`src/rtl/rwl_pkg.sv`:
```
// Constants and register layout for the reset, wake and bus transceiver control block.
package rwl_pkg;
  // System clock period in nanoseconds (40 MHz).
  localparam int RWL_CLK_NS = 25;
  // Reset pulse time held on the reset pin after an internal event ends.
  localparam int RWL_T_RST_NS = 1250000;
  // Reset pulse in clock cycles, nominal figure.
  localparam int RWL_RST_CYC = RWL_T_RST_NS / RWL_CLK_NS;
  // Width of the reset pulse counter, wide enough for the default count.
  localparam int RWL_RST_W = 17;
  // Least dominant time that qualifies a wake-up; value is a plain default.
  localparam int RWL_T_FILT_NS = 100000;
  // Filter length in cycles, rounded up because it is a least time.
  localparam int RWL_FILT_CYC = (RWL_T_FILT_NS + RWL_CLK_NS - 1) / RWL_CLK_NS;
  // Width of the dominant filter counter.
  localparam int RWL_FILT_W = 12;
  // Time in current limitation before the transmitter is shut off; plain default.
  localparam int RWL_T_CL_NS = 50000;
  // Current limit delay in cycles, rounded down because it is a longest time.
  localparam int RWL_CL_CYC = RWL_T_CL_NS / RWL_CLK_NS;
  // Width of the current limit counter.
  localparam int RWL_CL_W = 12;

  // Register offsets on the internal register port.
  localparam logic [4:0] RWL_OFS_MASK = 5'h09;
  localparam logic [4:0] RWL_OFS_IFLAG = 5'h0A;
  localparam logic [4:0] RWL_OFS_STAT = 5'h0B;
  localparam logic [4:0] RWL_OFS_CTRL = 5'h0C;
  localparam logic [4:0] RWL_OFS_RSR = 5'h0D;

  // Field positions in the reset cause status register.
  localparam int RWL_B_POR = 0;
  localparam int RWL_B_PIN = 1;
  localparam int RWL_B_WD = 2;
  localparam int RWL_B_HT = 3;
  localparam int RWL_B_LV = 4;
  localparam int RWL_B_LINW = 5;
  localparam int RWL_B_WAKEW = 6;
  // Mask register fields.
  localparam int RWL_B_OVERTEMP_RESET_DISABLE = 4;
  localparam int RWL_B_BUS_WAKE_IRQ_ENABLE = 5;
  // Interrupt flag register field.
  localparam int RWL_B_BUS_WAKE_IRQ_FLAG = 5;
  // System control fields.
  localparam int RWL_B_PSE = 0;
  localparam int RWL_B_SRS = 1;
  // System state fields.
  localparam int RWL_B_CL = 0;
  localparam int RWL_B_CLOFF = 1;

  // Values after reset.
  localparam logic [7:0] RWL_RSR_POR = 8'h01;
  localparam logic [7:0] RWL_REG_RST = 8'h00;
  // Slew rate codes; the reset value suits 20 kbit/s.
  localparam logic [1:0] RWL_SRS_10K = 2'h0;
  localparam logic [1:0] RWL_SRS_20K = 2'h1;
  localparam logic [1:0] RWL_SRS_FAST = 2'h2;
  localparam logic [7:0] RWL_CTRL_RST = {5'h00, RWL_SRS_20K, 1'b0};

  // Synchroniser order and idle levels: curlim,txd,sleep,stop,wake,rx,rstpin,vlow,wd,ot.
  // Pin asserted-high inputs idle low; reset pin, bus level and transmit idle high.
  localparam logic [9:0] RWL_SYNC_RST = 10'h118;
  localparam int RWL_S_OT = 0;
  localparam int RWL_S_WD = 1;
  localparam int RWL_S_VLOW = 2;
  localparam int RWL_S_RPIN = 3;
  localparam int RWL_S_RX = 4;
  localparam int RWL_S_WAKE = 5;
  localparam int RWL_S_STOP = 6;
  localparam int RWL_S_SLEEP = 7;
  localparam int RWL_S_TXD = 8;
  localparam int RWL_S_CLIM = 9;
  // Cycles the own reset drive is remembered, covering the pin input latency.
  localparam logic [2:0] RWL_DRV_HIST_RST = 3'h7;
endpackage : rwl_pkg

```
`src/rtl/rwl_wake_if.sv`:
```
// Carrier between the control block and its bus wake-up filter.
`timescale 1ns/10ps
interface rwl_wake_if;
  logic rx_level; // Synchronised bus level, high is recessive.
  logic armed; // High in Stop or Sleep, when wake patterns count.
  logic wake_pulse; // One-cycle pulse on a qualified wake pattern.
  modport filt (input rx_level, input armed, output wake_pulse);
  modport ctrl (output rx_level, output armed, input wake_pulse);
endinterface : rwl_wake_if

```
`src/rtl/rwl_reset_wake_ctrl.sv`:
```
// Reset cause, wake-up and bus transceiver control of the analog die.
`timescale 1ns/10ps
module rwl_reset_wake_ctrl import rwl_pkg::*; #(
  parameter int unsigned RST_PULSE_CYC = RWL_RST_CYC
) (
  input wire logic CLK_SYS,
  input wire logic NRST,
  input wire logic [4:0] REG_ADDR,
  input wire logic REG_WR,
  input wire logic [7:0] REG_WDATA,
  output logic [7:0] REG_RDATA,
  input wire logic OVERTEMP,
  input wire logic WDOG_FAULT,
  input wire logic VDD_LOW,
  input wire logic RST_PIN_I,
  output logic RST_PIN_O,
  output logic RST_PIN_OE,
  input wire logic STOP_MODE,
  input wire logic SLEEP_MODE,
  input wire logic WAKE_PIN,
  input wire logic TXD,
  output logic TXD_PULLUP_EN,
  output logic RXD,
  input wire logic LIN_RX,
  input wire logic LIN_CURLIM,
  output logic LIN_DOM_O,
  output logic LIN_PULLUP_EN,
  output logic LIN_WEAK_SRC_EN,
  output logic [1:0] SLEW_RATE,
  output logic BUS_WAKE_IRQ
);
  // Two-stage synchroniser for all pin inputs.
  logic [9:0] sync1_r;
  logic [9:0] sync2_r;
  // Register file.
  logic [7:0] rsr_r; // Reset cause status, survives internal resets.
  logic [7:0] mask_r; // Overtemp disable and bus wake interrupt enable.
  logic [7:0] iflag_r; // Bus wake interrupt flag.
  logic [7:0] ctrl_r; // Power stage enable and slew select.
  logic [7:0] stat_r; // Current limit flags.
  logic [7:0] rdata_r;
  // Reset pulse machinery.
  logic [RWL_RST_W-1:0] pulse_cnt_r;
  logic [RWL_RST_W-1:0] pulse_cnt_nxt;
  logic drive_r;
  logic [2:0] drv_hist_r;
  // Transceiver outputs.
  logic lin_dom_r;
  logic rxd_r;
  logic pullup_r;
  logic weak_r;
  logic irq_r;
  logic [RWL_CL_W-1:0] cl_cnt_r;
  // Wake input reference level.
  logic wake_ref_r;
  // Decoded events.
  logic ot_s, wd_s, vlow_s, rpin_s, rx_s, wake_s;
  logic stop_s, sleep_s, txd_s, clim_s;
  logic ht_req, lin_sleep_wake, lin_stop_wake, wake_in_evt, int_src;
  logic pin_evt, lowpwr;
  logic [7:0] rsr_set;
  logic wr_rsr, wr_mask, wr_iflag, wr_ctrl, wr_stat;

  // Clears only where a one is written and no new event sets the bit.
  function automatic logic [7:0] w1c(input logic [7:0] cur, input logic [7:0] set,
                                     input logic wr, input logic [7:0] wd);
    w1c = (cur & ~(wr ? wd : 8'h00)) | set;
  endfunction : w1c

  // Filter carrier and instance.
  rwl_wake_if wk ();
  rwl_wake_filter u_filt (
    .clk(CLK_SYS),
    .nrst(NRST),
    .wk(wk.filt)
  );

  // Every pin input passes two flops; only the second stage is read.
  always_ff @(posedge CLK_SYS or negedge NRST) begin
    if (!NRST) begin
      sync1_r <= RWL_SYNC_RST;
      sync2_r <= RWL_SYNC_RST;
    end else begin
      sync1_r <= {LIN_CURLIM, TXD, SLEEP_MODE, STOP_MODE, WAKE_PIN,
                  LIN_RX, RST_PIN_I, VDD_LOW, WDOG_FAULT, OVERTEMP};
      sync2_r <= sync1_r;
    end
  end

  assign ot_s = sync2_r[RWL_S_OT];
  assign wd_s = sync2_r[RWL_S_WD];
  assign vlow_s = sync2_r[RWL_S_VLOW];
  assign rpin_s = sync2_r[RWL_S_RPIN];
  assign rx_s = sync2_r[RWL_S_RX];
  assign wake_s = sync2_r[RWL_S_WAKE];
  assign stop_s = sync2_r[RWL_S_STOP];
  assign sleep_s = sync2_r[RWL_S_SLEEP];
  assign txd_s = sync2_r[RWL_S_TXD];
  assign clim_s = sync2_r[RWL_S_CLIM];
  assign lowpwr = stop_s || sleep_s;

  assign wk.rx_level = rx_s;
  assign wk.armed = lowpwr;

  // Overtemperature reset unless the test-only disable bit is set.
  assign ht_req = ot_s && !mask_r[RWL_B_OVERTEMP_RESET_DISABLE];
  // Sleep wins over Stop if both are reported.
  assign lin_sleep_wake = wk.wake_pulse && sleep_s;
  assign lin_stop_wake = wk.wake_pulse && stop_s && !sleep_s
                         && mask_r[RWL_B_BUS_WAKE_IRQ_ENABLE];
  assign wake_in_evt = sleep_s && (wake_s != wake_ref_r);
  // All internal reset causes, any of which restarts the pulse.
  assign int_src = ht_req || wd_s || vlow_s || lin_sleep_wake || wake_in_evt;
  // A low pin counts as external only when our own drive is long gone.
  assign pin_evt = !rpin_s && !drive_r && (drv_hist_r == 3'h0);

  // Every cause present this cycle sets its own bit.
  always_comb begin
    rsr_set = 8'h00;
    rsr_set[RWL_B_HT] = ht_req;
    rsr_set[RWL_B_WD] = wd_s;
    rsr_set[RWL_B_LV] = vlow_s;
    rsr_set[RWL_B_PIN] = pin_evt;
    rsr_set[RWL_B_LINW] = lin_sleep_wake;
    rsr_set[RWL_B_WAKEW] = wake_in_evt;
  end

  // Address decode for single-cycle writes.
  assign wr_rsr = REG_WR && (REG_ADDR == RWL_OFS_RSR);
  assign wr_mask = REG_WR && (REG_ADDR == RWL_OFS_MASK);
  assign wr_iflag = REG_WR && (REG_ADDR == RWL_OFS_IFLAG);
  assign wr_ctrl = REG_WR && (REG_ADDR == RWL_OFS_CTRL);
  assign wr_stat = REG_WR && (REG_ADDR == RWL_OFS_STAT);

  // Cause status: power-on leaves only the power-on bit, set beats clear.
  always_ff @(posedge CLK_SYS or negedge NRST) begin
    if (!NRST) begin
      rsr_r <= RWL_RSR_POR;
    end else begin
      rsr_r <= w1c(rsr_r, rsr_set, wr_rsr, REG_WDATA) & 8'h7F;
    end
  end

  // Mask register, cleared by any internal reset.
  always_ff @(posedge CLK_SYS or negedge NRST) begin
    if (!NRST) begin
      mask_r <= RWL_REG_RST;
    end else if (drive_r) begin
      mask_r <= RWL_REG_RST;
    end else if (wr_mask) begin
      mask_r <= REG_WDATA;
    end
  end

  // Bus wake interrupt flag, write one to clear.
  always_ff @(posedge CLK_SYS or negedge NRST) begin
    if (!NRST) begin
      iflag_r <= RWL_REG_RST;
    end else if (drive_r) begin
      iflag_r <= RWL_REG_RST;
    end else begin
      iflag_r <= w1c(iflag_r, {2'h0, lin_stop_wake, 5'h00}, wr_iflag, REG_WDATA)
                 & 8'h20;
    end
  end

  // System control; the slew field leaves reset at the 20 kbit/s code.
  always_ff @(posedge CLK_SYS or negedge NRST) begin
    if (!NRST) begin
      ctrl_r <= RWL_CTRL_RST;
    end else if (drive_r) begin
      ctrl_r <= RWL_CTRL_RST;
    end else if (wr_ctrl) begin
      ctrl_r <= REG_WDATA & 8'h07;
    end
  end

  // Current limit flag and shutdown latch; the latch clears with the enable.
  always_ff @(posedge CLK_SYS or negedge NRST) begin
    if (!NRST) begin
      stat_r <= RWL_REG_RST;
    end else if (drive_r) begin
      stat_r <= RWL_REG_RST;
    end else begin
      stat_r[RWL_B_CL] <= clim_s || (stat_r[RWL_B_CL]
                          && !(wr_stat && REG_WDATA[RWL_B_CL]));
      stat_r[RWL_B_CLOFF] <= ctrl_r[RWL_B_PSE] && (stat_r[RWL_B_CLOFF]
                             || cl_cnt_r == RWL_CL_W'(RWL_CL_CYC));
    end
  end

  // Time spent in current limitation; drops back when the limit ends.
  always_ff @(posedge CLK_SYS or negedge NRST) begin
    if (!NRST) begin
      cl_cnt_r <= '0;
    end else if (!clim_s || !ctrl_r[RWL_B_PSE]) begin
      cl_cnt_r <= '0;
    end else if (cl_cnt_r != RWL_CL_W'(RWL_CL_CYC)) begin
      cl_cnt_r <= cl_cnt_r + RWL_CL_W'(1);
    end
  end

  // Read data is registered, so it answers one cycle after the address.
  always_ff @(posedge CLK_SYS or negedge NRST) begin
    if (!NRST) begin
      rdata_r <= 8'h00;
    end else begin
      case (REG_ADDR)
        RWL_OFS_RSR: rdata_r <= rsr_r;
        RWL_OFS_MASK: rdata_r <= mask_r;
        RWL_OFS_IFLAG: rdata_r <= iflag_r;
        RWL_OFS_CTRL: rdata_r <= ctrl_r;
        RWL_OFS_STAT: rdata_r <= stat_r;
        default: rdata_r <= 8'h00;
      endcase
    end
  end

  // Pulse counter reloads while a cause lasts, then runs out.
  always_comb begin
    if (int_src) begin
      pulse_cnt_nxt = RWL_RST_W'(RST_PULSE_CYC);
    end else if (pulse_cnt_r != '0) begin
      pulse_cnt_nxt = pulse_cnt_r - RWL_RST_W'(1);
    end else begin
      pulse_cnt_nxt = '0;
    end
  end

  // Power-on starts with a full pulse; low supply keeps reloading it.
  always_ff @(posedge CLK_SYS or negedge NRST) begin
    if (!NRST) begin
      pulse_cnt_r <= RWL_RST_W'(RST_PULSE_CYC);
      drive_r <= 1'b1;
    end else begin
      pulse_cnt_r <= pulse_cnt_nxt;
      drive_r <= int_src || (pulse_cnt_nxt != '0);
    end
  end

  // Remembers recent own drive while the pin input catches up.
  always_ff @(posedge CLK_SYS or negedge NRST) begin
    if (!NRST) begin
      drv_hist_r <= RWL_DRV_HIST_RST;
    end else begin
      drv_hist_r <= {drv_hist_r[1:0], drive_r};
    end
  end

  // Wake input level is taken every cycle; a change while in Sleep is one event.
  always_ff @(posedge CLK_SYS or negedge NRST) begin
    if (!NRST) begin
      wake_ref_r <= 1'b0;
    end else begin
      wake_ref_r <= wake_s;
    end
  end

  // Transmitter: enabled, awake, not shut off, and transmit input low.
  always_ff @(posedge CLK_SYS or negedge NRST) begin
    if (!NRST) begin
      lin_dom_r <= 1'b0;
    end else begin
      lin_dom_r <= ctrl_r[RWL_B_PSE] && !lowpwr && !stat_r[RWL_B_CLOFF]
                   && !txd_s;
    end
  end

  // Receive pin mirrors the bus; pull-up swaps for weak source in low power.
  always_ff @(posedge CLK_SYS or negedge NRST) begin
    if (!NRST) begin
      rxd_r <= 1'b1;
      pullup_r <= 1'b1;
      weak_r <= 1'b0;
      irq_r <= 1'b0;
    end else begin
      rxd_r <= rx_s;
      pullup_r <= !lowpwr;
      weak_r <= lowpwr;
      irq_r <= iflag_r[RWL_B_BUS_WAKE_IRQ_FLAG] && mask_r[RWL_B_BUS_WAKE_IRQ_ENABLE];
    end
  end

  assign REG_RDATA = rdata_r;
  assign RST_PIN_O = 1'b0; // Open drain: the pin is only ever pulled low.
  assign RST_PIN_OE = drive_r;
  assign TXD_PULLUP_EN = 1'b1;
  assign RXD = rxd_r;
  assign LIN_DOM_O = lin_dom_r;
  assign LIN_PULLUP_EN = pullup_r;
  assign LIN_WEAK_SRC_EN = weak_r;
  assign SLEW_RATE = ctrl_r[RWL_B_SRS+:2];
  assign BUS_WAKE_IRQ = irq_r;
endmodule : rwl_reset_wake_ctrl

```
`src/rtl/rwl_wake_filter.sv`:
```
// Dominant-duration filter that qualifies bus wake-up patterns.
`timescale 1ns/10ps
module rwl_wake_filter import rwl_pkg::*; (
  input wire logic clk,
  input wire logic nrst,
  rwl_wake_if.filt wk
);
  // Counts dominant cycles, saturating at the filter length.
  logic [RWL_FILT_W-1:0] cnt_r;
  // Previous bus level, for the rising edge.
  logic prev_r;
  // Filter time has passed in the current dominant phase.
  logic expired;
  // Registered wake pulse.
  logic pulse_r;

  assign expired = (cnt_r == RWL_FILT_W'(RWL_FILT_CYC));
  assign wk.wake_pulse = pulse_r;

  // A recessive level restarts the count, so short glitches never add up.
  always_ff @(posedge clk or negedge nrst) begin
    if (!nrst) begin
      cnt_r <= '0;
    end else if (wk.rx_level || !wk.armed) begin
      cnt_r <= '0;
    end else if (!expired) begin
      cnt_r <= cnt_r + RWL_FILT_W'(1);
    end
  end

  // Edge memory resets recessive so that no edge is seen out of reset.
  always_ff @(posedge clk or negedge nrst) begin
    if (!nrst) begin
      prev_r <= 1'b1;
    end else begin
      prev_r <= wk.rx_level;
    end
  end

  // Only a rising edge after an expired dominant phase wakes.
  always_ff @(posedge clk or negedge nrst) begin
    if (!nrst) begin
      pulse_r <= 1'b0;
    end else begin
      pulse_r <= wk.armed && wk.rx_level && !prev_r && expired;
    end
  end
endmodule : rwl_wake_filter

```
`config.mk`:
```
export PLATFORM = sky130hd
export DESIGN_NAME = rwl_reset_wake_ctrl
export DESIGN_NICKNAME = d
export VERILOG_FILES = /design/src/rtl/rwl_pkg.sv /design/src/rtl/rwl_wake_if.sv /design/src/rtl/rwl_reset_wake_ctrl.sv /design/src/rtl/rwl_wake_filter.sv
export SDC_FILE = /design/constraint.sdc
export NUM_CORES = 1
export LEC_CHECK = 0
export BUFFER_PORTS_ARGS = -buffer_cell sky130_fd_sc_hd__buf_2
export CORE_ASPECT_RATIO = 0.75
export CORE_MARGIN = 1.5
export CORE_UTILIZATION = 40
export DETAILED_ROUTE_END_ITERATION = 8
export PLACE_DENSITY = 0.62
export SYNTH_ARGS = -nofsm -noshare
export SYNTH_HDL_FRONTEND = slang
export SYNTH_SLANG_ARGS = --single-unit
```
`constraint.sdc`:
```
create_clock -name CLK_SYS -period 1.8 [get_ports CLK_SYS]
set_input_delay 0.36 -clock CLK_SYS [delete_from_list [all_inputs] [get_ports CLK_SYS]]
set_output_delay 0.36 -clock CLK_SYS [all_outputs]
set_load 0.02 [all_outputs]
```
== Word level (Yosys, flattened, before mapping) ==
Cells that the tools add are included.

* Register bits after elaboration: 111
* Latch bits: 0
* Bits in writable memories: 0
* ROM bits: 0
* Bits of input ports: 26
* Output and inout bits: 18
* Word-level logic and storage cells: 104
* Memories kept: 0

* Add/subtract/negate cells: 3
* Multiply operators: 0
* Divide/modulo/power cells: 0
* Order comparisons: 0
* Eq/ne operators: 10
* Shift-type cells: 0
* Mux-type cells: 15
* Bitwise operators: 6
* Reductions and logical operators: 50

{| class="wikitable"
|+ Operator list
! kind !! count
|-
| two-way mux 12 bit || 4
|-
| one-hot mux 8 bit (5 select lines) || 1
|-
| two-way mux 17 bit || 2
|-
| nonzero test 17 bit || 2
|-
| two-way mux 8 bit || 4
|-
| == test 5 x 4 -> 1 bit, second input constant || 5
|-
| adder 12 x 1 -> 12 bit, second input constant || 2
|-
| logical AND 1 bit || 23
|-
| subtractor 17 x 1 -> 17 bit, second input constant || 1
|-
| == test 12 x 11 -> 1 bit, second input constant || 1
|-
| == test 12 bit, second input constant || 1
|-
| two-way mux 6 bit || 2
|-
| inequality test 12 x 11 -> 1 bit, second input constant || 1
|-
| logical NOT 1 bit || 11
|-
| logical OR 1 bit || 10
|-
| bitwise AND 7 bit || 1
|-
| two-way mux 7 bit || 1
|-
| NOT 7 bit || 1
|-
| bitwise OR 7 bit || 1
|-
| bitwise AND 6 bit || 1
|-
| NOT 6 bit || 1
|-
| bitwise OR 6 bit || 1
|-
| nonzero test 2 bit || 3
|-
| logical NOT 3 bit || 1
|-
| 3 further kinds || 3
|}

== Logic depth before layout (Yosys ltp) ==
* Word-level depth: 9
* Depth in mapped cells: 8
* Gate-level depth less buffers: 7

== Hierarchy ==
A second synthesis with hierarchy kept.

* Cell total of the unflattened synthesis: 403
* Area total of the unflattened synthesis: 4446.8 um2

{| class="wikitable"
|+ By module, submodules not included
! module !! times used !! cells an instance !! area each (um2) !! sequential area each (um2)
|-
| rwl_reset_wake_ctrl || 1 || 325 || 3661.0 || 2227.1
|-
| rwl_wake_filter || 1 || 78 || 785.8 || 351.6
|}

== Least setup slack after synthesis ==
No wires, ideal clock.

* Path type: register -> register
* From: register pulse_cnt_r[0]
* To: register pulse_cnt_r[2]
* Library setup time: 122 ps
* Data arrival time: 1794 ps
* Data required time: 1678 ps
* Setup slack: -116 ps
* Stages on the path, launching flop included: 9
* Path through: dfrtp_1 -> inv_1 -> ha_1 -> nor3b_1 -> and3_1 -> and4_1 -> nand2b_1 -> buf_4 -> nor2_1

* Cells in the longest elaborated chain, start to end: 3
* Elaborated cells between the ends (all ways): 4
* Classes of those cells: add/sub (1); mux (2); reduce/logical (1)

{| class="wikitable"
|+ Ends and longest elaborated chain
! item !! RTL line !! source
|-
| start, declared || rwl_reset_wake_ctrl.sv:43 || <nowiki>logic [RWL_RST_W-1:0] pulse_cnt_r;</nowiki>
|-
| start signal, assigned || rwl_reset_wake_ctrl.sv:233 || <nowiki>pulse_cnt_r <= RWL_RST_W'(RST_PULSE_CYC);</nowiki>
|-
| start signal, assigned || rwl_reset_wake_ctrl.sv:236 || <nowiki>pulse_cnt_r <= pulse_cnt_nxt;</nowiki>
|-
| subtractor 17 x 1 -> 17 bit / nonzero test 17 bit (equally long branches) || rwl_reset_wake_ctrl.sv:224, rwl_reset_wake_ctrl.sv:223 ||
|-
| two-way mux 17 bit (*) || rwl_reset_wake_ctrl.sv:223 || <nowiki>end else if (pulse_cnt_r != '0) begin</nowiki>
|-
| two-way mux 17 bit (*) || rwl_reset_wake_ctrl.sv:221 || <nowiki>if (int_src) begin</nowiki>
|-
| via pulse_cnt_nxt[2] || rwl_reset_wake_ctrl.sv:44 || <nowiki>logic [RWL_RST_W-1:0] pulse_cnt_nxt;</nowiki>
|}

Mark *: on every way through the listed nets, which the timed path passes. The rest lies on a longest branch.
A chain may end at the register's enable or synchronous reset.

== Worst setup path in the final report ==
* From: register pulse_cnt_r[1]
* To: register pulse_cnt_r[14]

The elaborated chain is that of the path after synthesis.

==> qor.csv <==
metric,value,unit
dr_wl_met3,330,um
crit_path_max_incr_delay,0.48,ns
synth.area.top_cells,"dfrtp_1, dfstp_2, nor2_1, xor2_1, nand2_1",
yosys.cell_types.count,50,
seqPwrFrac,48.9,%
io_pins,44,
crit_path_max_fanout,4,
syn2layout_area_growth,21.4,%
reg2reg_from,pulse_cnt_r[1],
yosys.area_share.adder,1.47,%
slew_headroom,65.2,%
swShare,21.0,%
yosys.area_share.simple,20.7,%
hp-class,in2async,
topRoutingLayerUsed,met4,
fin_crit,1.76,ns
grt_pass1_vias,2943,
wl_met1,4180,um
p_comb_share,5.3,%
synth_top_family_by_area,simple AND/OR/NAND/NOR gates,
die_w,122,um
r2r_slack,0.04,ns
p_clk_share,45.8,%
grt_overflow_total,0,
p_leak,2.22,nW
cts_tree,yes,
vias_per_cell,5.04,
synth_seq_cells,101,
worst_slew_pin_slew,0.522,ns
cts_hold_buf,0,
routedWlPerCell,14.3,um
synth_edf_count,0,
ys_warn_count,0,
synthCells,388,
synth_area,4270,um2
via_count,2967,
period_share,97.9,%
numCtsBuffers,9,
maxCapViolCount,0,
synthMuxAreaShare,2.11,%
dr.pass1.iters,4,
h-tree-depth,3,
worstPathCellList,inv_1 > ha_4 > nor3b_4 > and3_4 > a21oi_1 > or3b_2,
syn_avg_cell_area,11.0,um2
fmax,567,MHz
core_area,10300,um2
ant_nets,0,
wl_met2,3770,um
yosysTopAreaCell,dfrtp_1,
reg2regPathDepth,6,
hold_viol_final,0,
cp-end-kind,flop,
clk_pin_slew,0.07,ns
vdd_drop_max,0.533,mV
run_status,"complete, no violations",
nFillCells,933,
clockRootBuffer,clkbuf_16,
setup_violations,0,
powerDensity,926,nW/um2
synth_compound_area_share,6.80,%
synth_most_common_cell,dfrtp_1,
slew_violations,0,
layout-drive-gt1-share,26.0,%
nets,479,
gp_congestion,0.852,
yosysSeqAreaShare,59.8,%
antenna_found_initial,0,
internal-power,3.79,mW
drtIter0Drc,212,
cts.path.max_buffers,2,
power,4.80,mW
route.detailed.drc,0,
cts_sinks,101,
synth_nets,419,
final_cell_area,5180,um2
cpMaxStageDelayCell,or3b_2,
arrival,2.01,ns
synthXorXnorAreaFrac,6.36,%
hpwl,5720,um
p_sw,1.01,mW
drt-total-wl,8420,um
yosysTopAreaCellShare,47.5,%
fin_worst_skew,0.00801,ns
clkLatencyLatePin,0.34,ns
die_h,92.4,um
async_flop_share,100,%
diodes,0,
grt_usage,15.9,%
worstReg2RegEnd,pulse_cnt_r[14],
synthTopCellsByCount,"dfrtp_1, nor2_1, nand2_1",
postPlaceCellArea,4740,um2
worstSetupStartpointType,flop,
rows,32,
crit_start,pulse_cnt_r[1],
initial_core_util,41.3,%
worstSetupPathType,reg2reg,
grt_first_pass_wirelength,14100,um
worstPathRequired,2.05,ns
grt_max_degree,102,
die-area,11300,um2
io_buffers,41,
synth_flop_cell,dfrtp_1,
hold_ws,0.0745,ns
-- power groups by stage --
stage / clock network [mW] / logic (mW) / registers, mW
finish: 2.20 / 0.253 / 2.35
global route: 2.34 / 0.282 / 2.35
CTS: 2.26 / 0.241 / 2.35
detailed placement: 0 / 0.238 / 2.39
global placement: 0 / 0.233 / 2.39
floorplan: 0 / 0.106 / 2.39
-- cells in the final DEF (no fill, tap or decap), types with 6 or more instances in the layout --
| cell | n |
|---|---|
| a21oi_1 | 19 |
| buf_2 | 40 |
| buf_4 | 20 |
| clkbuf_16 | 9 |
| dfrtp_1 | 81 |
| dfstp_2 | 20 |
| inv_1 | 9 |
| mux2i_1 | 9 |
| nand2_1 | 38 |
| nand3_1 | 24 |
| nand4_1 | 6 |
| nor2_1 | 47 |
| nor3_1 | 8 |
| o21ai_0 | 13 |
| xnor2_1 | 12 |
| xor2_1 | 18 |
-- critical path: cells and delay by family (launching register included) --
family / cells / cell delay [ns]
DFF: 1 / 0.42
AOI/OAI and AO/OA: 1 / 0.10
adders and majority gates: 1 / 0.15
and+or+nand+nor: 3 / 0.92
buffers and inverters: 1 / 0.11
-- routing by layer --
| layer | vias up | global-route usage, % |
|---|---|---|
| met5 | - | 0 |
| met4 | 0 | 5.62 |
| met3 | 10 | 4.00 |
| met2 | 52 | 23.2 |
| met1 | 1451 | 22.8 |
| li1 | 1454 | - |
-- registers in the layout (all words and copies together) (netlist names) --
register and flops:
u_filt.prev_r 1, sync1_r 10, stat_r 2, iflag_r 1, REG_RDATA 8, cl_cnt_r 12
pulse_cnt_r 17, sync2_r 10, BUS_WAKE_IRQ 1, ctrl_r 3, rsr_r 7, wake_ref_r 1
LIN_PULLUP_EN 1, RST_PIN_OE 1, drv_hist_r 3, LIN_WEAK_SRC_EN 1, u_filt.cnt_r 12, u_filt.wk.wake_pulse 1
mask_r 8, LIN_DOM_O 1
-- timing repair --
action / 4_1_cts / 5_1_grt
gates cloned: 0 / 0
buffers inserted: 0 / 1
resized for setup: 1 / 14
pin swaps: 0 / 3
endpoints found under the setup margin: 1 / 17
-- final cells by class --
cell class                      instances  area (um2)  share of cell area, %
Clock inverter                          7         120                   2.32
Multi-Input combinational cell        265        1690                   32.6
Clock buffer                            9         225                   4.35
Timing Repair Buffer                   62         390                   7.53
Tap cell                              136         170                   3.28
Sequential cell                       101        2550                   49.3
Inverter                                9        33.8                  0.652
-- stage by stage --
step,setup slack [ns],std cells,utilization [%],TNS (ns)
global route,-0.0409,589,50.2,-0.316
CTS,-0.000297,588,49.3,-0.000297
finish,0.0370,589,50.2,0
floorplan,0.0105,388,-,0
detailed placement,-0.0367,572,45.9,-0.0367
global placement,-0.00393,572,45.9,-0.00393
-- kinds of logic (layout without fill, tap and decap cells) --
group / after synthesis / in the layout
other cells: 2 / 2
flops: 101 / 101
buf+inv: 22 / 87
mux: 9 / 9
simple gates: 170 / 170
xor+xnor: 31 / 31
fa+ha+maj: 5 / 5
compound gates: 48 / 48
-- worst max-delay path by stage --
stage | cells past startpoint | endpoint
final | 6 | pulse_cnt_r[14]
after detailed placement | 7 | RST_PIN_OE
after global routing | 6 | pulse_cnt_r[14]
after floorplan | 8 | pulse_cnt_r[2]
after global placement | 7 | RST_PIN_OE
after CTS | 6 | RST_PIN_OE
Note: power is estimated with default switching activity, not from simulation.
